## src/core/clpt_defines.svh

```systemverilog
// Purpose: offsets, field positions and reset values of the cascaded long-period timer
// Assumes: APB byte addresses, one aligned 32-bit word per register
// Notes: definitions only, included by the top module
`ifndef CLPT_DEFINES_SVH
`define CLPT_DEFINES_SVH

// register byte offsets
`define CLPT_OFF_CTRL 8'h00
`define CLPT_OFF_MODE0 8'h04
`define CLPT_OFF_MODE1 8'h08
`define CLPT_OFF_RELOAD0 8'h0C
`define CLPT_OFF_RELOAD1 8'h10
`define CLPT_OFF_COUNT0 8'h14
`define CLPT_OFF_COUNT1 8'h18
`define CLPT_OFF_EXTSEL 8'h1C
`define CLPT_OFF_PCLK 8'h20
`define CLPT_OFF_POL 8'h24
`define CLPT_OFF_STATUS 8'h28
`define CLPT_OFF_MASK 8'h2C

// field positions
`define CLPT_MODE_EVENT_BIT 0
`define CLPT_MODE_SRC_LO 6
`define CLPT_MODE_SRC_HI 7
`define CLPT_EXT_T0_LO 0
`define CLPT_EXT_T0_HI 3
`define CLPT_EXT_T1_LO 4
`define CLPT_EXT_T1_HI 7
`define CLPT_EXT_ENABLE_BIT 3

// reset values
`define CLPT_RST_CTRL 2'h0
`define CLPT_RST_MODE 8'h00
`define CLPT_RST_RELOAD 16'hFFFF
`define CLPT_RST_EXTSEL 8'h00
`define CLPT_RST_PCLK 1'h0
`define CLPT_RST_POL 2'h0
`define CLPT_RST_FLAGS 2'h0

// prescaler terminal counts
`define CLPT_DIV8_TC 3'h7
`define CLPT_DIV32_TC 5'h1F
`define CLPT_DIV64_TC 6'h3F

`endif

```

## src/core/clpt_pkg.sv

```systemverilog
// Purpose: shared types of the cascaded long-period timer
// Assumes: nothing beyond the defines header
// Notes: carriers for count-source ticks and per-timer settings
package clpt_pkg;

  // one-cycle enables, one per candidate count source
  typedef struct packed {
    logic undiv;   // every clock
    logic half;    // every second clock
    logic div8;    // every eighth clock
    logic div32;   // every 32nd clock
    logic div64;   // every 64th clock
    logic oco;     // low-speed oscillator rising edge
    logic sub32;   // sub-clock divided by 32
  } clpt_ticks_type;

  // settings steering one timer
  typedef struct packed {
    logic start;       // count start flag
    logic event_mode;  // 1: event counter mode, 0: timer mode
    logic polarity;    // 1: inverted output
  } clpt_tcfg_type;

  // bus slave states, one-hot
  typedef enum logic [1:0] {
    CLPT_BUS_IDLE = 2'b01,
    CLPT_BUS_ACK = 2'b10
  } clpt_bus_state_type;

endpackage : clpt_pkg

```

## src/core/clpt_prescaler.sv

```systemverilog
// Purpose: derive count-source tick enables from the system clock
// Assumes: SUB_CLK and LOCO inputs synchronous to clk
// Notes: all sources are enables, the block has a single clock
`timescale 1ns/100ps
`include "clpt_defines.svh"
module clpt_prescaler (
  input wire logic clk,
  input wire logic rst,
  input wire logic sub_clk,
  input wire logic loco,
  output clpt_pkg::clpt_ticks_type ticks
);
  import clpt_pkg::*;

  logic [5:0] div_reg;   // free-running divider
  logic [4:0] sub_reg;   // sub-clock edge divider
  logic sub_prev_reg;    // last sub-clock level
  logic loco_prev_reg;   // last oscillator level
  wire sub_rise = sub_clk & ~sub_prev_reg;
  wire loco_rise = loco & ~loco_prev_reg;

  // dividers run always so a source switch lands on a running phase
  always_ff @(posedge clk or posedge rst) begin
    if (rst) begin
      div_reg <= 6'h00;
      sub_reg <= 5'h00;
      sub_prev_reg <= 1'b0;
      loco_prev_reg <= 1'b0;
    end else begin
      div_reg <= div_reg + 6'h01;
      sub_prev_reg <= sub_clk;
      loco_prev_reg <= loco;
      if (sub_rise) begin
        sub_reg <= sub_reg + 5'h01;
      end
    end
  end

  // terminal counts give one-cycle ticks
  assign ticks.undiv = 1'b1;
  assign ticks.half = div_reg[0];
  assign ticks.div8 = (div_reg[2:0] == `CLPT_DIV8_TC);
  assign ticks.div32 = (div_reg[4:0] == `CLPT_DIV32_TC);
  assign ticks.div64 = (div_reg == `CLPT_DIV64_TC);
  assign ticks.oco = loco_rise;
  assign ticks.sub32 = sub_rise & (sub_reg == `CLPT_DIV32_TC);
endmodule : clpt_prescaler

```

## src/core/clpt_timer.sv

```systemverilog
// Purpose: one 16-bit down counter with reload, underflow pulse and output pin
// Assumes: step enables are one cycle wide
// Notes: underflow is the step taken while the count is zero
`timescale 1ns/100ps
`include "clpt_defines.svh"
module clpt_timer (
  input wire logic clk,
  input wire logic rst,
  input clpt_pkg::clpt_tcfg_type cfg,
  input wire logic src_tick,
  input wire logic event_tick,
  input wire logic reload_we,
  input wire logic [15:0] reload_data,
  output logic [15:0] count,
  output logic [15:0] reload,
  output logic underflow,
  output logic out_pin
);
  import clpt_pkg::*;

  logic [15:0] reload_reg;   // reload value
  logic [15:0] count_reg;    // live counter
  logic uf_reg;              // underflow pulse
  logic toggle_reg;          // output toggle state
  // mode picks the step: own source or upstream event
  wire step = cfg.start & (cfg.event_mode ? event_tick : src_tick);
  wire at_zero = (count_reg == 16'h0000);

  // counting, reload and output toggle
  always_ff @(posedge clk or posedge rst) begin
    if (rst) begin
      reload_reg <= `CLPT_RST_RELOAD;
      count_reg <= `CLPT_RST_RELOAD;
      uf_reg <= 1'b0;
      toggle_reg <= 1'b0;
    end else begin
      uf_reg <= step & at_zero;
      if (reload_we) begin
        reload_reg <= reload_data;
      end
      if (!cfg.start) begin
        toggle_reg <= 1'b0;             // stopped pin rests at idle level
        if (reload_we) begin
          count_reg <= reload_data;     // a stopped timer takes the new value at once
        end
      end else if (step) begin
        if (at_zero) begin
          count_reg <= reload_reg;      // reload and keep counting
          toggle_reg <= ~toggle_reg;
        end else begin
          count_reg <= count_reg - 16'h0001;  // one count per tick
        end
      end
    end
  end

  assign count = count_reg;
  assign reload = reload_reg;
  assign underflow = uf_reg;
  assign out_pin = toggle_reg ^ cfg.polarity;
endmodule : clpt_timer

```

## src/core/clpt_top.sv

```systemverilog
// Purpose: two chained 16-bit timers forming a long-period timer, APB slave
// Assumes: all inputs synchronous to CLK, APB master per the protocol
// Notes: one wait state on every access, unmapped addresses answer with an error
`timescale 1ns/100ps
`include "clpt_defines.svh"
module clpt_top (
  input wire logic CLK,
  input wire logic RST,
  input wire logic PSEL,
  input wire logic PENABLE,
  input wire logic PWRITE,
  input wire logic [7:0] PADDR,
  input wire logic [31:0] PWDATA,
  output logic [31:0] PRDATA,
  output logic PREADY,
  output logic PSLVERR,
  input wire logic SUB_CLK,
  input wire logic LOCO,
  input wire logic EVENT_IN,
  output logic IRQ,
  output logic TIMER0_OUT,
  output logic TIMER1_OUT
);
  import clpt_pkg::*;

  // ---------------------------------------------------------------
  // count source selection, shared by both timers
  // ---------------------------------------------------------------

  // picks one tick from the extended or legacy select fields
  function automatic logic pick_source(
    input logic [3:0] ext,
    input logic [1:0] legacy,
    input logic base,
    input clpt_ticks_type t
  );
    logic r;
    r = 1'b0;
    // the extended field overrides the legacy one
    if (ext[`CLPT_EXT_ENABLE_BIT]) begin
      // extended select in force
      case (ext[2:0])
        3'b000: r = base;
        3'b001: r = t.div8;
        3'b010: r = t.div32;
        3'b011: r = t.div64;
        3'b101: r = t.oco;
        3'b110: r = t.sub32;
        default: r = 1'b0;  // reserved codes give no ticks
      endcase
    end else begin
      // legacy two-bit select
      case (legacy)
        2'b00: r = base;
        2'b01: r = t.div8;
        2'b10: r = t.div32;
        2'b11: r = t.sub32;
        default: r = 1'b0;
      endcase
    end
    // the caller folds the clock-select choice into base
    return r;
  endfunction : pick_source

  // ---------------------------------------------------------------
  // register state
  // ---------------------------------------------------------------
  // each control next value is a continuous assignment below; the bus next values come from the always_comb block
  logic [1:0] start_reg;          // timer_count_start_flag per timer
  logic [1:0] start_next;
  logic [7:0] mode0_reg;          // timer_mode_register of timer 0
  logic [7:0] mode0_next;
  logic [7:0] mode1_reg;          // timer_mode_register of timer 1
  logic [7:0] mode1_next;
  logic [7:0] extsel_reg;         // extended_source_select_reg
  logic [7:0] extsel_next;
  logic pclk_reg;                 // peripheral_clock_halve_select
  logic pclk_next;
  logic [1:0] pol_reg;            // output_polarity_register
  logic [1:0] pol_next;
  logic [1:0] flags_reg;          // sticky interrupt request flags
  logic [1:0] flags_next;
  logic [1:0] mask_reg;           // interrupt enables
  logic [1:0] mask_next;
  logic irq_reg;                  // registered interrupt line
  logic irq_next;

  // bus slave state
  clpt_bus_state_type bus_state_reg;
  clpt_bus_state_type bus_state_next;
  logic [31:0] rdata_reg;         // read data held during the ready cycle
  logic [31:0] rdata_next;
  logic pready_reg;               // ready pulse
  logic pready_next;
  logic pslverr_reg;              // error flag with ready
  logic pslverr_next;

  // ---------------------------------------------------------------
  // submodules
  // ---------------------------------------------------------------
  clpt_ticks_type ticks;          // all candidate count sources
  clpt_tcfg_type cfg0;            // settings for timer 0
  clpt_tcfg_type cfg1;            // settings for timer 1
  logic [15:0] count0;            // timer 0 live count
  logic [15:0] count1;            // timer 1 live count
  // reload values come back through the timer ports
  logic [15:0] reload0;           // timer 0 reload value
  logic [15:0] reload1;           // timer 1 reload value
  logic uf0;                      // timer 0 underflow pulse
  logic uf1;                      // timer 1 underflow pulse
  logic pin0;                     // timer 0 pin level
  logic pin1;                     // timer 1 pin level

  clpt_prescaler u_prescaler (
    .clk(CLK),
    .rst(RST),
    .sub_clk(SUB_CLK),
    .loco(LOCO),
    .ticks(ticks)
  );

  // base source is undivided or halved by the clock select bit
  wire base_tick = pclk_reg ? ticks.undiv : ticks.half;

  // each timer takes its own nibble of the extended register
  wire src0 = pick_source(extsel_reg[`CLPT_EXT_T0_HI:`CLPT_EXT_T0_LO],
                          mode0_reg[`CLPT_MODE_SRC_HI:`CLPT_MODE_SRC_LO], base_tick, ticks);
  wire src1 = pick_source(extsel_reg[`CLPT_EXT_T1_HI:`CLPT_EXT_T1_LO],
                          mode1_reg[`CLPT_MODE_SRC_HI:`CLPT_MODE_SRC_LO], base_tick, ticks);

  // settings of each timer travel in one carrier
  assign cfg0.start = start_reg[0];
  assign cfg0.event_mode = mode0_reg[`CLPT_MODE_EVENT_BIT];
  assign cfg0.polarity = pol_reg[0];
  assign cfg1.start = start_reg[1];
  assign cfg1.event_mode = mode1_reg[`CLPT_MODE_EVENT_BIT];
  assign cfg1.polarity = pol_reg[1];

  // ---------------------------------------------------------------
  // bus decode
  // ---------------------------------------------------------------

  // the access phase is seen first in IDLE, the write lands in ACK
  wire access = PSEL & PENABLE;
  wire in_ack = (bus_state_reg == CLPT_BUS_ACK);
  wire wr_commit = access & in_ack & PWRITE;
  // full-byte compare: misaligned offsets hit nothing
  wire hit_ctrl = (PADDR == `CLPT_OFF_CTRL);
  wire hit_mode0 = (PADDR == `CLPT_OFF_MODE0);
  wire hit_mode1 = (PADDR == `CLPT_OFF_MODE1);
  wire hit_reload0 = (PADDR == `CLPT_OFF_RELOAD0);
  wire hit_reload1 = (PADDR == `CLPT_OFF_RELOAD1);
  wire hit_count0 = (PADDR == `CLPT_OFF_COUNT0);
  wire hit_count1 = (PADDR == `CLPT_OFF_COUNT1);
  wire hit_extsel = (PADDR == `CLPT_OFF_EXTSEL);
  wire hit_pclk = (PADDR == `CLPT_OFF_PCLK);
  wire hit_pol = (PADDR == `CLPT_OFF_POL);
  wire hit_status = (PADDR == `CLPT_OFF_STATUS);
  wire hit_mask = (PADDR == `CLPT_OFF_MASK);
  // no hit refuses the access with an error
  wire hit_any = hit_ctrl | hit_mode0 | hit_mode1 | hit_reload0 | hit_reload1 | hit_count0 |
                 hit_count1 | hit_extsel | hit_pclk | hit_pol | hit_status | hit_mask;

  // reload writes go straight to the timers
  wire reload0_we = wr_commit & hit_reload0;
  wire reload1_we = wr_commit & hit_reload1;

  // timer 0 in event mode counts the external event input
  clpt_timer u_timer0 (
    .clk(CLK),
    .rst(RST),
    .cfg(cfg0),
    .src_tick(src0),
    .event_tick(EVENT_IN),
    .reload_we(reload0_we),
    .reload_data(PWDATA[15:0]),
    .count(count0),
    .reload(reload0),
    .underflow(uf0),
    .out_pin(pin0)
  );

  // timer 1 in event mode counts timer 0 underflows, forming the chain
  clpt_timer u_timer1 (
    .clk(CLK),
    .rst(RST),
    .cfg(cfg1),
    .src_tick(src1),
    .event_tick(uf0),
    .reload_we(reload1_we),
    .reload_data(PWDATA[15:0]),
    .count(count1),
    .reload(reload1),
    .underflow(uf1),
    .out_pin(pin1)
  );

  // ---------------------------------------------------------------
  // register next values
  // ---------------------------------------------------------------

  // start flags: a zero stops the timer and holds its count, except that a reload write loads the new value
  assign start_next = (wr_commit & hit_ctrl) ? PWDATA[1:0] : start_reg;
  // other registers take the written bits as they stand
  assign mode0_next = (wr_commit & hit_mode0) ? PWDATA[7:0] : mode0_reg;
  assign mode1_next = (wr_commit & hit_mode1) ? PWDATA[7:0] : mode1_reg;
  assign extsel_next = (wr_commit & hit_extsel) ? PWDATA[7:0] : extsel_reg;
  assign pclk_next = (wr_commit & hit_pclk) ? PWDATA[0] : pclk_reg;
  assign pol_next = (wr_commit & hit_pol) ? PWDATA[1:0] : pol_reg;
  assign mask_next = (wr_commit & hit_mask) ? PWDATA[1:0] : mask_reg;

  // underflows set flags; a set in the clear cycle survives
  wire [1:0] flag_set = {uf1, uf0};
  // a clear acts only on bits written as one
  wire [1:0] flag_clr = (wr_commit & hit_status) ? PWDATA[1:0] : 2'b00;
  assign flags_next = (flags_reg & ~flag_clr) | flag_set;

  // level interrupt from any unmasked pending flag
  assign irq_next = |(flags_next & mask_reg);

  // read multiplexer, unused upper bits read zero
  wire [31:0] rd_mux = hit_ctrl ? {30'h0, start_reg} :
                       hit_mode0 ? {24'h0, mode0_reg} :
                       hit_mode1 ? {24'h0, mode1_reg} :
                       hit_reload0 ? {16'h0, reload0} :
                       hit_reload1 ? {16'h0, reload1} :
                       hit_count0 ? {16'h0, count0} :
                       hit_count1 ? {16'h0, count1} :
                       hit_extsel ? {24'h0, extsel_reg} :
                       hit_pclk ? {31'h0, pclk_reg} :
                       hit_pol ? {30'h0, pol_reg} :
                       hit_status ? {30'h0, flags_reg} :
                       hit_mask ? {30'h0, mask_reg} : 32'h0000_0000;

  // ---------------------------------------------------------------
  // bus sequencing
  // ---------------------------------------------------------------

  // one wait state keeps every bus output coming from a flop
  always_comb begin
    bus_state_next = bus_state_reg;
    pready_next = 1'b0;
    pslverr_next = 1'b0;
    rdata_next = rdata_reg;
    case (bus_state_reg)
      CLPT_BUS_IDLE: begin
        // only the first access cycle starts an answer
        if (access) begin
          bus_state_next = CLPT_BUS_ACK;
          pready_next = 1'b1;
          pslverr_next = ~hit_any;                     // unmapped address answers an error
          rdata_next = PWRITE ? 32'h0000_0000 : rd_mux; // sampled before the ready edge
        end
      end
      CLPT_BUS_ACK: begin
        bus_state_next = CLPT_BUS_IDLE;                // master drops the access next
        // read bus drops back to zero after ready
        rdata_next = 32'h0000_0000;
      end
      default: begin
        // an illegal code recovers to idle
        bus_state_next = CLPT_BUS_IDLE;
      end
    endcase
  end

  // bus state and answer flops
  always_ff @(posedge CLK or posedge RST) begin
    if (RST) begin
      bus_state_reg <= CLPT_BUS_IDLE;
      rdata_reg <= 32'h0000_0000;
      pready_reg <= 1'b0;
      pslverr_reg <= 1'b0;
    end else begin
      bus_state_reg <= bus_state_next;
      rdata_reg <= rdata_next;
      pready_reg <= pready_next;
      pslverr_reg <= pslverr_next;
    end
  end

  // software-visible control registers
  always_ff @(posedge CLK or posedge RST) begin
    if (RST) begin
      start_reg <= `CLPT_RST_CTRL;
      mode0_reg <= `CLPT_RST_MODE;
      mode1_reg <= `CLPT_RST_MODE;
      extsel_reg <= `CLPT_RST_EXTSEL;
      pclk_reg <= `CLPT_RST_PCLK;
      pol_reg <= `CLPT_RST_POL;
      mask_reg <= `CLPT_RST_FLAGS;
    end else begin
      // unchanged registers simply recirculate
      start_reg <= start_next;
      mode0_reg <= mode0_next;
      mode1_reg <= mode1_next;
      extsel_reg <= extsel_next;
      pclk_reg <= pclk_next;
      pol_reg <= pol_next;
      mask_reg <= mask_next;
    end
  end

  // interrupt flags, line and pins
  always_ff @(posedge CLK or posedge RST) begin
    if (RST) begin
      flags_reg <= `CLPT_RST_FLAGS;
      irq_reg <= 1'b0;
      TIMER0_OUT <= 1'b0;
      TIMER1_OUT <= 1'b0;
    end else begin
      flags_reg <= flags_next;
      irq_reg <= irq_next;
      // pins are re-timed so each comes from a flop
      TIMER0_OUT <= pin0;   // low while stopped and non-inverted
      TIMER1_OUT <= pin1;
    end
  end

  // outputs are plain copies of flops
  assign PRDATA = rdata_reg;
  assign PREADY = pready_reg;
  assign PSLVERR = pslverr_reg;
  assign IRQ = irq_reg;
endmodule : clpt_top

```

## config.mk

```make
export PLATFORM = sky130hd
export DESIGN_NAME = clpt_top
export DESIGN_NICKNAME = d
export VERILOG_FILES = /design/src/core/clpt_pkg.sv /design/src/core/clpt_prescaler.sv /design/src/core/clpt_timer.sv /design/src/core/clpt_top.sv
export VERILOG_INCLUDE_DIRS = /design/src /design/src/core
export SDC_FILE = /design/constraint.sdc
export NUM_CORES = 1
export LEC_CHECK = 0
export BUFFER_PORTS_ARGS = -buffer_cell sky130_fd_sc_hd__buf_2
export CAP_MARGIN = 10
export CORE_UTILIZATION = 47
export DETAILED_ROUTE_END_ITERATION = 7
export PLACE_DENSITY = 0.74
export SYNTH_ARGS = -nofsm -noshare
export SYNTH_HDL_FRONTEND = slang
export SYNTH_SLANG_ARGS = --single-unit
```

## constraint.sdc

```tcl
create_clock -name CLK -period 5.37 [get_ports CLK]
set_input_delay 0.537 -clock CLK [delete_from_list [all_inputs] [get_ports CLK]]
set_output_delay 0.537 -clock CLK [all_outputs]
set_load 0.05 [all_outputs]
```

Word-level counts from Yosys, hierarchy flattened
Index checks and enable logic that the tools add are counted.
- mux-type cells: 45
- reduce and logical (&&, ||, !) cells: 16
- eq/ne operators: 38
- add/subtract/negate cells: 4
- bitwise logic cells: 42
- operators with widths (cell ; number):
    2-to-1 mux 16 bit ; 16
    case mux 32 bit (2 select lines) ; 1
    equality test 8 x 5 -> 1 bit, second input constant ; 4
    equality test 8 x 6 -> 1 bit, second input constant ; 4
    zero test 16 bit ; 2
    2-to-1 mux 32 bit ; 1
    subtractor 16 x 1 -> 16 bit, second input constant ; 2
    AND 1 bit ; 20
    equality test 8 x 4 -> 1 bit, second input constant ; 2
    equality test 3 bit, second input constant ; 5
    2-to-1 mux 1 bit ; 15
    2-to-1 mux 2 bit ; 7
    equality test 3 x 2 -> 1 bit, second input constant ; 4
    case mux 1 bit (6 select lines) ; 2
    bitwise OR 1 bit ; 11
    equality test 2 bit, second input constant ; 5
    equality test 5 bit, second input constant ; 2
    AND reduction 2 bit ; 5
    equality test 8 x 3 -> 1 bit, second input constant ; 1
    zero test 8 bit ; 1
    2-to-1 mux 8 bit ; 1
    inequality test 2 x 1 -> 1 bit, second input constant ; 4
    case mux 1 bit (4 select lines) ; 2
    adder 6 x 1 -> 6 bit, second input constant ; 1
    14 further kinds ; 27
- bits in registers: 153
- logic and storage cells: 172
- bits of input ports: 48

Logic depth before layout (Yosys ltp)
Gate-level depths: netlist of run 1.
- depth after elaboration: 16
- depth in mapped cells: 11
- depth with buffers taken out: 9

Hierarchy
From an unflattened synthesis of run 1, not the netlist that was laid out.
- cells, all modules: 758
- area total of the unflattened synthesis: 8031.5 sq um
- modules (own cells, without submodules) (module ; area an instance (sq um) ; seq. area each (sq um) ; cells an instance ; instances):
    clpt_timer ; 1971.9 ; 890.9 ; 195 ; 2
    clpt_top ; 3497.1 ; 1402.6 ; 324 ; 1
    clpt_prescaler ; 590.6 ; 325.3 ; 44 ; 1

Worst setup path after synthesis of run 1
Ideal clock, no wire load.
- kind: reg-to-reg
- from: reg u_prescaler.div_reg[0]
- to: reg u_timer1.count_reg[2], in the netlist u_timer1.count[2]
- arrival: 2404 ps
- stages on the path, launching flop included: 9
- required time: 5288 ps
- setup slack: 2884 ps
- clock period less this slack: 2486 ps
- cell sequence: dfrtp_1 -> ha_1 -> and3_1 -> ha_1 -> a2111oi_1 -> o311ai_1 -> o21ai_1 -> buf_4 -> mux2_2
- word-level cells in the longest chain between the ends: 7
- elaborated cells on any way between the ends: 11
- classes of those cells: eq/ne: 4; mux: 5; bitwise: 1; reduce/logical: 1
- ends and longest elaborated chain (item ; RTL line ; RTL):
    start: declaration ; clpt_prescaler.sv:15 ; logic [5:0] div_reg;
    start signal: assignment ; clpt_prescaler.sv:30 ; div_reg <= div_reg + 6'h01;
    equality test 6 bit (no source line), or another cell as far along ; - ;
    case mux 1 bit (6 select lines) or case mux 1 bit (4 select lines) (tied branches) ; clpt_top.sv:42, clpt_top.sv:53 ;
    2-to-1 mux 1 bit * ; clpt_top.sv:40 ; if (ext[`CLPT_EXT_ENABLE_BIT]) begin
    2-to-1 mux 1 bit * ; clpt_timer.sv:26 ; wire step = cfg.start & (cfg.event_mode ? event_tick : src_tick);
    AND 1 bit * ; clpt_timer.sv:26 ;
    inequality test 2 x 1 -> 1 bit (no source line) * ; - ;
    AND reduction 2 bit (no source line) * ; - ;
    end signal: assignment ; clpt_timer.sv:33 ; count_reg <= `CLPT_RST_RELOAD;
    end signal: assignment ; clpt_timer.sv:44 ; count_reg <= reload_data;
    end signal: assignment ; clpt_timer.sv:48 ; count_reg <= reload_reg;
    end: declaration ; clpt_timer.sv:22 ; logic [15:0] count_reg;
Mark *: on every way between the ends. The rest lies on a longest branch, timed or not.
A chain may end at the register's enable or synchronous reset.

Worst setup path in the final report of run 1
- from: reg u_prescaler.div_reg[0]
- to: reg u_timer1.count_reg[12], in the netlist u_timer1.count[12]
Same word-level chain as after synthesis.

==> results of run 1 <==
placed cells by master (no fill, tap or decap), types with 16 or more instances in the layout:
| cell type | synthesis | layout |
|---|---|---|
| o21ai_1 | 23 | 23 |
| dfstp_2 | 65 | 65 |
| nor3_1 | 27 | 27 |
| mux2_2 | 47 | 47 |
| mux2i_1 | 27 | 27 |
| buf_2 | 8 | 52 |
| a21oi_1 | 27 | 27 |
| inv_1 | 30 | 29 |
| conb_1 | 1 | 16 |
| clkbuf_16 | 0 | 17 |
| nand2_1 | 112 | 112 |
| dfrtp_1 | 72 | 72 |
| nor2_1 | 39 | 39 |
| nand3_1 | 22 | 22 |
| o21ai_0 | 42 | 42 |
worst max path at each step:
| stage | from | to | slack (ns) | cells past startpoint |
|---|---|---|---|---|
| detailed placement | u_prescaler.div_reg[0] | u_timer1.count[12] | 2.20 | 7 |
| CTS | u_prescaler.div_reg[0] | u_timer1.count[12] | 2.11 | 7 |
| global route | u_prescaler.div_reg[0] | u_timer0.count[9] | 2.08 | 9 |
| floorplan | RST | IRQ | 1.27 | 1 |
| finish | u_prescaler.div_reg[0] | u_timer1.count[12] | 2.26 | 8 |
| global placement | u_prescaler.div_reg[0] | u_timer1.count[12] | 2.23 | 7 |
final cells by class:
| type | instances | share of cell area [%] |
|---|---|---|
| multi-input combinational | 606 | 45.8 |
| timing repair buffer | 63 | 3.84 |
| inverter | 31 | 1.36 |
| tap | 220 | 3.08 |
| clock buffer | 19 | 4.85 |
| sequential | 137 | 39.3 |
| clock inverter | 13 | 1.74 |
Yosys cell counts, drive strengths merged (3+ instances only):
| master | number | area (sq um) |
|---|---|---|
| a211oi | 9 | 67.6 |
| a21oi | 27 | 135 |
| a221o | 6 | 60.1 |
| a22oi | 12 | 90.1 |
| a31oi | 13 | 81.3 |
| a32oi | 4 | 35.0 |
| and2 | 6 | 37.5 |
| and3 | 7 | 43.8 |
| and4 | 3 | 26.3 |
| buf | 28 | 186 |
| clkbuf | 32 | 120 |
| dfrtp | 72 | 1800 |
| dfstp | 65 | 1710 |
| ha | 9 | 113 |
| inv | 31 | 116 |
| mux2 | 60 | 676 |
| mux2i | 27 | 270 |
| mux4 | 7 | 158 |
| nand2 | 113 | 432 |
| nand2b | 9 | 56.3 |
| nand3 | 22 | 110 |
| nand3b | 3 | 22.5 |
| nand4 | 6 | 37.5 |
| nor2 | 39 | 146 |
| nor2b | 10 | 62.6 |
| nor3 | 28 | 145 |
| nor4 | 7 | 71.3 |
| o211ai | 10 | 80.1 |
| o21ai | 65 | 325 |
| o21bai | 3 | 22.5 |
| o22ai | 3 | 18.8 |
| o311ai | 3 | 26.3 |
| o31ai | 8 | 65.1 |
| or2 | 4 | 25.0 |
| or3 | 6 | 37.5 |
| or4 | 3 | 22.5 |
| xnor2 | 13 | 114 |
| xor2 | 9 | 78.8 |
power by group:
part	internal [uW]	switching [uW]	total, uW	leakage (uW)
Combinational	107	183	290	0.00212
Sequential	1110	68.1	1180	0.00163
Clock	725	457	1180	0.000282
Total	1940	708	2650	0.00404
worst register-to-register path, cell delays in order, from the launching register on:
cell       delay, ns
dfrtp_1         0.47
ha_1            0.28
and3_1          0.15
ha_1            0.23
a2111oi_1       0.64
o311ai_1        0.29
o21ai_1         0.34
buf_4           0.28
mux2_2          0.35
layer usage:
metal	up-vias	GRT usage, %	part of all wire [%]
li1	3016	-	-
met1	3273	35.6	44
met2	292	40.7	46
met3	52	6.69	7.1
met4	0	11.0	3.1
met5	-	0	0
cell families after synthesis:
family / count (synthesis)
flip-flops: 137
AND/OR/NAND/NOR: 279
adder cells (fa/ha/maj): 9
multiplexers: 94
AO/OA/AOI/OAI: 186
other: 1
buffers and inverters: 91
XOR/XNOR: 22
per-stage QoR:
| step | area [sq um] | setup WS [ns] |
|---|---|---|
| after global routing | 8930 | 2.08 |
| after detailed placement | 8340 | 2.20 |
| after CTS | 8920 | 2.11 |
| final | 8930 | 2.26 |
| after floorplan | 8030 | 1.27 |
| after global placement | 8340 | 2.23 |
==> impl_metrics.yaml, run 1 <==
outcome:
  status: "completed"
finish:
  final_util_pct: 53.9
  ff_latch_area_sq_um: 3510
  multi_input_area_sq_um: 4090
  nFillCells: 1477
  n_antenna_cell: 0
  area_growth_pct: 12.1
  layout.cells.non_filler: 1089
  final_nets: 913
  drive_above_1_share_pct: 26.1
floorplan:
  fp.dieArea_sq_um: 17500
  die_h_microns: 132
  rows: 47
  die_w_microns: 132
  start_util_pct: 48.1
  ioPinCount: 85
  core_sq_um: 16600
global_route:
  first_global_vias: 6506
  track_usage_pct: 26.5
  antenna_found_initial: 1
  grt_max_degree: 87
  grt_first_pass_wirelength_microns: 35500
  gr-total-overflow: 0
clocking:
  numCtsBuffers: 17
  cts_resized: 0
  cts.path.max_buffers: 2
  cts_tree: "done"
  h-tree-depth: 4
  insertion_delay_ns: 0.43
  hold_buffers: 0
  post_cts_buffers: 0
  cts_root_buf: "clkbuf_16"
  clock_sinks: 137
  path_clk_slew_ns: 0.06
synth:
  syn-mean-instance-area_sq_um: 9.73
  syn_area_sq_um: 7970
  synth_edf_count: 0
  synthXorXnorAreaFrac_pct: 2.42
  syn_inst: 819
  synth-seq-cells: 137
  synth_top_family_by_area: "simple AND/OR/NAND/NOR gates"
  synth_cell_type_count: 79
  muxShareOfSynthArea_pct: 13.8
  synth-adder-area-share_pct: 1.41
  synthesis.yosys.warnings: 0
  ys_seq_area_share_pct: 44.0
  ys.flop_type: "dfrtp_1"
  synth-compound-area-share_pct: 15.3
  synth-simple-area-share_pct: 17.6
  synthArstFlopShare_pct: 100
power:
  p_total_uw: 2650
  p_per_area_nw_per_um2: 297
  irDropWorstVdd_mv: 0.223
  p_leak_uw: 0.00404
setup_path:
  crit_buf_inv: 1
  worst_path_max_delay_cell: "a2111oi_1"
  timing.rr.end: "u_timer1.count[12]"
  r2r_slack_ns: 2.26
  path_cells: "ha_1 > and3_1 > ha_1 > a2111oi_1 > o311ai_1 > o21ai_1 > buf_4 > mux2_2"
  r2r-start: "u_prescaler.div_reg[0]"
  crit_arrival_ns: 3.47
  cp-end-kind: "flop"
  crit_family: "compound AO/OA/AOI/OAI gates"
  cp_max_fo: 8
  reg2reg_depth: 8
  crit_top_cell: "ha_1"
  critPathMaxStageDelay_ns: 0.64
  cp-start-kind: "flop"
  crit_type: "reg -> reg"
  required_ns: 5.73
sta:
  hold_ws_ns: 0.240
  skew_ns: 0.00760
  max_freq_mhz: 321
  grt_setup_unrepaired: "no"
  tightest_slew_ns: 0.919
  min_period_over_period_pct: 58.0
  relSlewSlack_pct: 38.6
  finalSetupTns_ns: 0
  slew_viol_final: 0
  setup_viol: 0
  finalCriticalPeriod_ns: 3.11
  hold_viol: 0
detailed_routing:
  drtIter0Drc: 691
  first_pass_iters: 5
  wl_microns: 22000
  route.antenna.remaining_nets: 0
  routedWlPerCell_microns: 20.2
  vias_per_cell: 6.09
  drc: 0
  vias: 6633
place:
  port_buffers: 52
  place_inst: 1056
  hpwl_microns: 14900
  gp_routability_congestion: 0.890
run:
  maxCapViolCount: 0
worst_hold_path:
  min_path_type: "in -> async"
Power figures use the tool's default switching activity.
==> run 2: changes to the inputs <==
- PLACE_DENSITY: 0.74 -> 0.77
- clock period: 5.37 -> 2.75 ns (I/O delays scaled with it)
==> run 2 against run 1 <==
  * Clock power up 91%
  * Highest routed layer unchanged
  * Critical path depth increased by 2
  * Via count up 1.1%
  * Combinational power rose by 100%
  * Final cell count up 2.2%
==> impl_metrics.yaml, run 2 (synthesized netlist as in run 1, its figures left out) <==
power:
  p_leak_uw: 0.00415
  p_sw_uw: 1400
  p_comb_share_pct: 11.5
  seqPwrFrac_pct: 44.7
  clkPwrFrac_pct: 43.8
  switching_share_pct: 27.2
  irDropWorstVdd_mv: 0.495
  p_int_uw: 3740
  p_per_area_nw_per_um2: 561
place:
  place_inst: 1077
  gp_routability_congestion: 0.901
  port_buffers: 52
  hpwl_microns: 15300
setup_path:
  cp.depth: 10
  crit_arrival_ns: 3.01
  path_cells: "ha_1 > and3_1 > ha_1 > nand3b_1 > o311ai_2 > o211ai_1 > o311ai_2 > o21ai_1 > buf_4 > mux2_2"
  cp-start-kind: "flop"
  reg2reg_depth: 10
  crit_buf_inv: 1
  crit_family: "compound AO/OA/AOI/OAI gates"
  r2r_slack_ns: 0.09
  worst_path_max_delay_cell: "o311ai_2"
  critPathMaxStageDelay_ns: 0.43
  worstSetupStartpoint: "u_prescaler.sub_reg[0]"
  cp-end-kind: "flop"
  cp_max_fo: 12
  crit_type: "reg -> reg"
  required_ns: 3.11
  timing.rr.end: "u_timer1.count[5]"
  endpoint: "u_timer1.count[5]"
  r2r-start: "u_prescaler.sub_reg[0]"
floorplan:
  rows: 47
  ioPinCount: 85
  core_sq_um: 16600
  die_h_microns: 132
  die_w_microns: 132
  start_util_pct: 48.1
  fp.dieArea_sq_um: 17500
clocking:
  cts_tree: "done"
  cts_root_buf: "clkbuf_16"
  clock_sinks: 137
  cts.path.max_buffers: 2
  path_clk_slew_ns: 0.06
  insertion_delay_ns: 0.43
  h-tree-depth: 4
  numCtsBuffers: 17
sta:
  relSlewSlack_pct: 50.6
  min_period_over_period_pct: 96.6
  finalCriticalPeriod_ns: 2.66
  skew_ns: 0.00736
  max_freq_mhz: 377
  grt_setup_unrepaired: "no"
  slew_viol_final: 0
  setup_viol: 0
  tightest_slew_ns: 0.741
  finalSetupTns_ns: 0
  hold_viol: 0
  hold_ws_ns: 0.0539
detailed_routing:
  vias_per_cell: 6.02
  route.antenna.remaining_nets: 0
  first_pass_iters: 6
  drtIter0Drc: 755
  vias: 6705
  drc: 0
  wl_microns: 22300
  routedWlPerCell_microns: 20.0
finish:
  layout.cells.non_filler: 1113
  drive_above_1_share_pct: 28.3
  n_antenna_cell: 0
  final_util_pct: 55.3
  final_nets: 937
  final_common_cell: "nand2_1"
  final_cell_mix: "nand2_1, dfrtp_1, dfstp_2"
  area_growth_pct: 15.0
global_route:
  gr-total-overflow: 0
  track_usage_pct: 26.7
  antenna_found_initial: 0
  grt_first_pass_wirelength_microns: 35800
  first_global_vias: 6470
  grt_max_degree: 138
run:
  maxCapViolCount: 0
outcome:
  status: "completed"
worst_hold_path:
  min_path_type: "in -> async"
[run 2: changes by cell type in the layout (fill, tap and decap cells not counted), moves of 2 or more]
| cell | before | now |
|---|---|---|
| buf_12 | 0 | 2 |
| buf_4 | 11 | 31 |
| clkinv_2 | 5 | 3 |
| clkinvlp_4 | 3 | 7 |
| dlygate4sd3_1 | 0 | 2 |
| o311ai_1 | 2 | 0 |
| o311ai_2 | 0 | 2 |
[run 2: per-layer routing]
metal  wire [microns]  track usage [%]  share of wire (%)
met5                0                0                  0
met1             9670             36.4                 43
met3             1600             5.81                7.2
met4              769             11.8                3.5
met2            10200             40.8                 46
[run 2: stage by stage]
| step | worst slack (ns) | total power [uW] | area [sq um] |
|---|---|---|---|
| floorplan | 0.264 | 2710 | 8030 |
| global placement | 0.105 | 2880 | 8520 |
| detailed placement | -0.0285 | 2900 | 8520 |
| CTS | 0.0503 | 5140 | 9130 |
| global route | 0.0218 | 5320 | 9170 |
| finish | 0.0944 | 5140 | 9170 |
[run 2: worst min path at each step]
stage / start / to / cells past startpoint
2_1_floorplan: LOCO / u_prescaler.loco_prev_reg / 0
3_3_place_gp: SUB_CLK / u_prescaler.sub_prev_reg / 1
3_5_place_dp: SUB_CLK / u_prescaler.sub_prev_reg / 1
4_1_cts: PWDATA[8] / u_timer1.reload[8] / 3
5_1_grt: PWDATA[8] / u_timer1.reload[8] / 3
6_report: RST / PRDATA[4] / 3
[run 2: timing repair]
action | in CTS | in global routing
setup endpoints to repair | 10 | 15
buffers inserted | 0 | 2
gates resized for setup | 2 | 4
hold buffers | 2 | 0
hold endpoints to repair | 2 | 0
pin swaps | 0 | 2
[run 2: power groups by stage]
stage	clock, uW	combinational, uW	sequential (uW)
2_1_floorplan	0	425	2280
6_report	2250	591	2300
3_5_place_dp	0	584	2320
4_1_cts	2260	586	2290
5_1_grt	2360	650	2310
3_3_place_gp	0	567	2320
[run 2: cell type report]
type                            instances  area [sq um]
Fill cell                            1440          7420
Multi-Input combinational cell        606          4130
Sequential cell                       137          3510
Timing Repair Buffer                   87           553
Clock buffer                           20           447
Tap cell                              220           275
Clock inverter                         12           129
Inverter                               31           120
[run 2: worst reg2reg max path, stage by stage (launching register included)]
cell,delay (ns)
dfrtp_1,0.38
ha_1,0.18
and3_1,0.16
ha_1,0.19
nand3b_1,0.14
o311ai_2,0.26
o211ai_1,0.18
o311ai_2,0.43
o21ai_1,0.15
buf_4,0.22
mux2_2,0.29
==> run 3: changes to the inputs <==
- RECOVER_POWER: unset -> 50
==> run 3 against run 2 <==
  * The flow now finishes with violations (max-capacitance violations, max-slew violations)
  * Final cell count unchanged
  * Via count decreased by 0.12%
  * Clock-buffer cell count unchanged
  * First-iteration DRC count increased by 4.4%
  * Critical path type unchanged
  * Critical endpoint unchanged
==> impl_metrics.yaml, run 3 (synthesized netlist as in run 1, its figures left out) <==
outcome:
  status: "finished with violations"
  violations: "max-capacitance violations, max-slew violations"
worst_hold_path:
  min_path_type: "in -> reg"
  whs_path_depth: 3
  min_to: "u_timer1.reload[8]"
  hold_start: "PWDATA[8]"
setup_path:
  reg2reg_depth: 10
  cp-end-kind: "flop"
  crit_buf_inv: 1
  r2r-start: "u_prescaler.sub_reg[0]"
  crit_type: "reg -> reg"
  r2r_slack_ns: 0.11
  cp_max_fo: 12
  worst_path_max_delay_cell: "o311ai_2"
  required_ns: 3.10
  cp-start-kind: "flop"
  crit_arrival_ns: 3.00
  timing.rr.end: "u_timer1.count[5]"
  path_cells: "ha_1 > and3_1 > ha_1 > nand3b_1 > o311ai_2 > o211ai_1 > o311ai_2 > o21ai_1 > buf_4 > mux2_2"
  critPathMaxStageDelay_ns: 0.42
  crit_family: "compound AO/OA/AOI/OAI gates"
sta:
  finalCriticalPeriod_ns: 2.64
  tightest_slew_ns: 1.90
  max_freq_mhz: 379
  slew_viol_final: 138
  grt_setup_unrepaired: "no"
  min_period_over_period_pct: 96.0
  skew_ns: 0.0105
  hold_ws_ns: 0.0738
  hold_viol: 0
  relSlewSlack_pct: -26.5
  setup_viol: 0
global_route:
  antenna_found_initial: 0
  gr-total-overflow: 0
  track_usage_pct: 26.7
  grt_max_degree: 138
  grt_first_pass_wirelength_microns: 35800
  first_global_vias: 6470
floorplan:
  core_sq_um: 16600
  rows: 47
  start_util_pct: 48.1
  die_w_microns: 132
  die_h_microns: 132
  ioPinCount: 85
  fp.dieArea_sq_um: 17500
clocking:
  cts_tree: "done"
  cts.path.max_buffers: 2
  h-tree-depth: 4
  numCtsBuffers: 17
  clock_sinks: 137
  cts_root_buf: "clkbuf_16"
  insertion_delay_ns: 0.44
  path_clk_slew_ns: 0.06
finish:
  final_common_cell: "nand2_1"
  final_nets: 937
  final_cell_mix: "nand2_1, dfrtp_1, dfstp_2"
  fin_area_sq_um: 9150
  n_antenna_cell: 0
  drive_above_1_share_pct: 27.9
  area_growth_pct: 14.7
power:
  clkPwrFrac_pct: 43.8
  p_comb_share_pct: 11.4
  p_leak_uw: 0.00413
  p_sw_uw: 1390
  seqPwrFrac_pct: 44.8
  switching_share_pct: 27.2
  p_int_uw: 3740
  p_per_area_nw_per_um2: 561
  irDropWorstVdd_mv: 0.495
place:
  place_area_sq_um: 8520
  gp_routability_congestion: 0.901
  hpwl_microns: 15300
  port_buffers: 52
detailed_routing:
  route.antenna.remaining_nets: 0
  vias: 6697
  first_pass_iters: 5
  drtIter0Drc: 788
  vias_per_cell: 6.02
  wl_microns: 22200
  routedWlPerCell_microns: 19.9
  drc: 0
run:
  maxCapViolCount: 1
run 3: changes by cell type in the layout (fill, tap and decap cells not counted), sizes merged:
cell / before / now
clkbuf: 20 / 25
buf: 85 / 80
run 3: cell type report:
class	count	area, sq um
fill	1445	7440
sequential	137	3510
clock inverter	12	129
inverter	31	120
multi-input combinational	606	4130
clock buffer	20	447
tap	220	275
timing repair buffer	87	533
run 3: metrics by stage:
stage	setup slack [ns]	instances	total power [uW]	util [%]	setup TNS, ns
after floorplan	0.264	834	2710	-	0
after global placement	0.105	1077	2880	51.4	0
after detailed placement	-0.0285	1077	2900	51.4	-0.202
after CTS	0.0503	1111	5140	55.0	0
after global routing	0.0205	1113	5310	55.1	0
final	0.109	1113	5130	55.1	0
run 3: repair_timing:
item | in CTS | in global routing
hold buffers | 2 | 0
gates resized for setup | 2 | 4
pin swaps | 0 | 2
hold endpoints to repair | 2 | 0
cloned | 0 | 0
buffers inserted | 0 | 2
endpoints found under the setup margin | 10 | 15
run 3: how the worst max path moves through the flow:
stage	from	endpoint	slack (ns)	cells after the start
2_1_floorplan	u_prescaler.div_reg[0]	u_timer1.count[2]	0.26	8
6_report	u_prescaler.sub_reg[0]	u_timer1.count[5]	0.11	10
3_3_place_gp	u_prescaler.div_reg[1]	u_timer0.count[9]	0.11	10
5_1_grt	u_prescaler.div_reg[0]	u_timer0.count[9]	0.02	10
4_1_cts	u_prescaler.div_reg[0]	u_timer0.count[9]	0.05	10
3_5_place_dp	u_prescaler.sub_reg[0]	u_timer1.count[4]	-0.03	10
run 3: worst reg2reg max path, cell delays in order, from the launching register on:
cell and delay (ns):
dfrtp_1 0.38, ha_1 0.18, and3_1 0.16, ha_1 0.19, nand3b_1 0.14, o311ai_2 0.26
o211ai_1 0.18, o311ai_2 0.42, o21ai_1 0.14, buf_4 0.22, mux2_2 0.29
run 3: per-layer routing:
layer | vias up | track usage [%] | wire length, microns
li1 | 3078 | - | -
met1 | 3258 | 36.4 | 9500
met2 | 304 | 40.8 | 10300
met3 | 57 | 5.81 | 1630
met4 | 0 | 11.8 | 729
met5 | - | 0 | 0
run 3: power groups by stage:
stage,Sequential [uW],Combinational (uW),Clock [uW]
final,2300,587,2250
after global routing,2310,646,2360
after CTS,2290,586,2260
after detailed placement,2320,584,0
after global placement,2320,567,0
after floorplan,2280,425,0
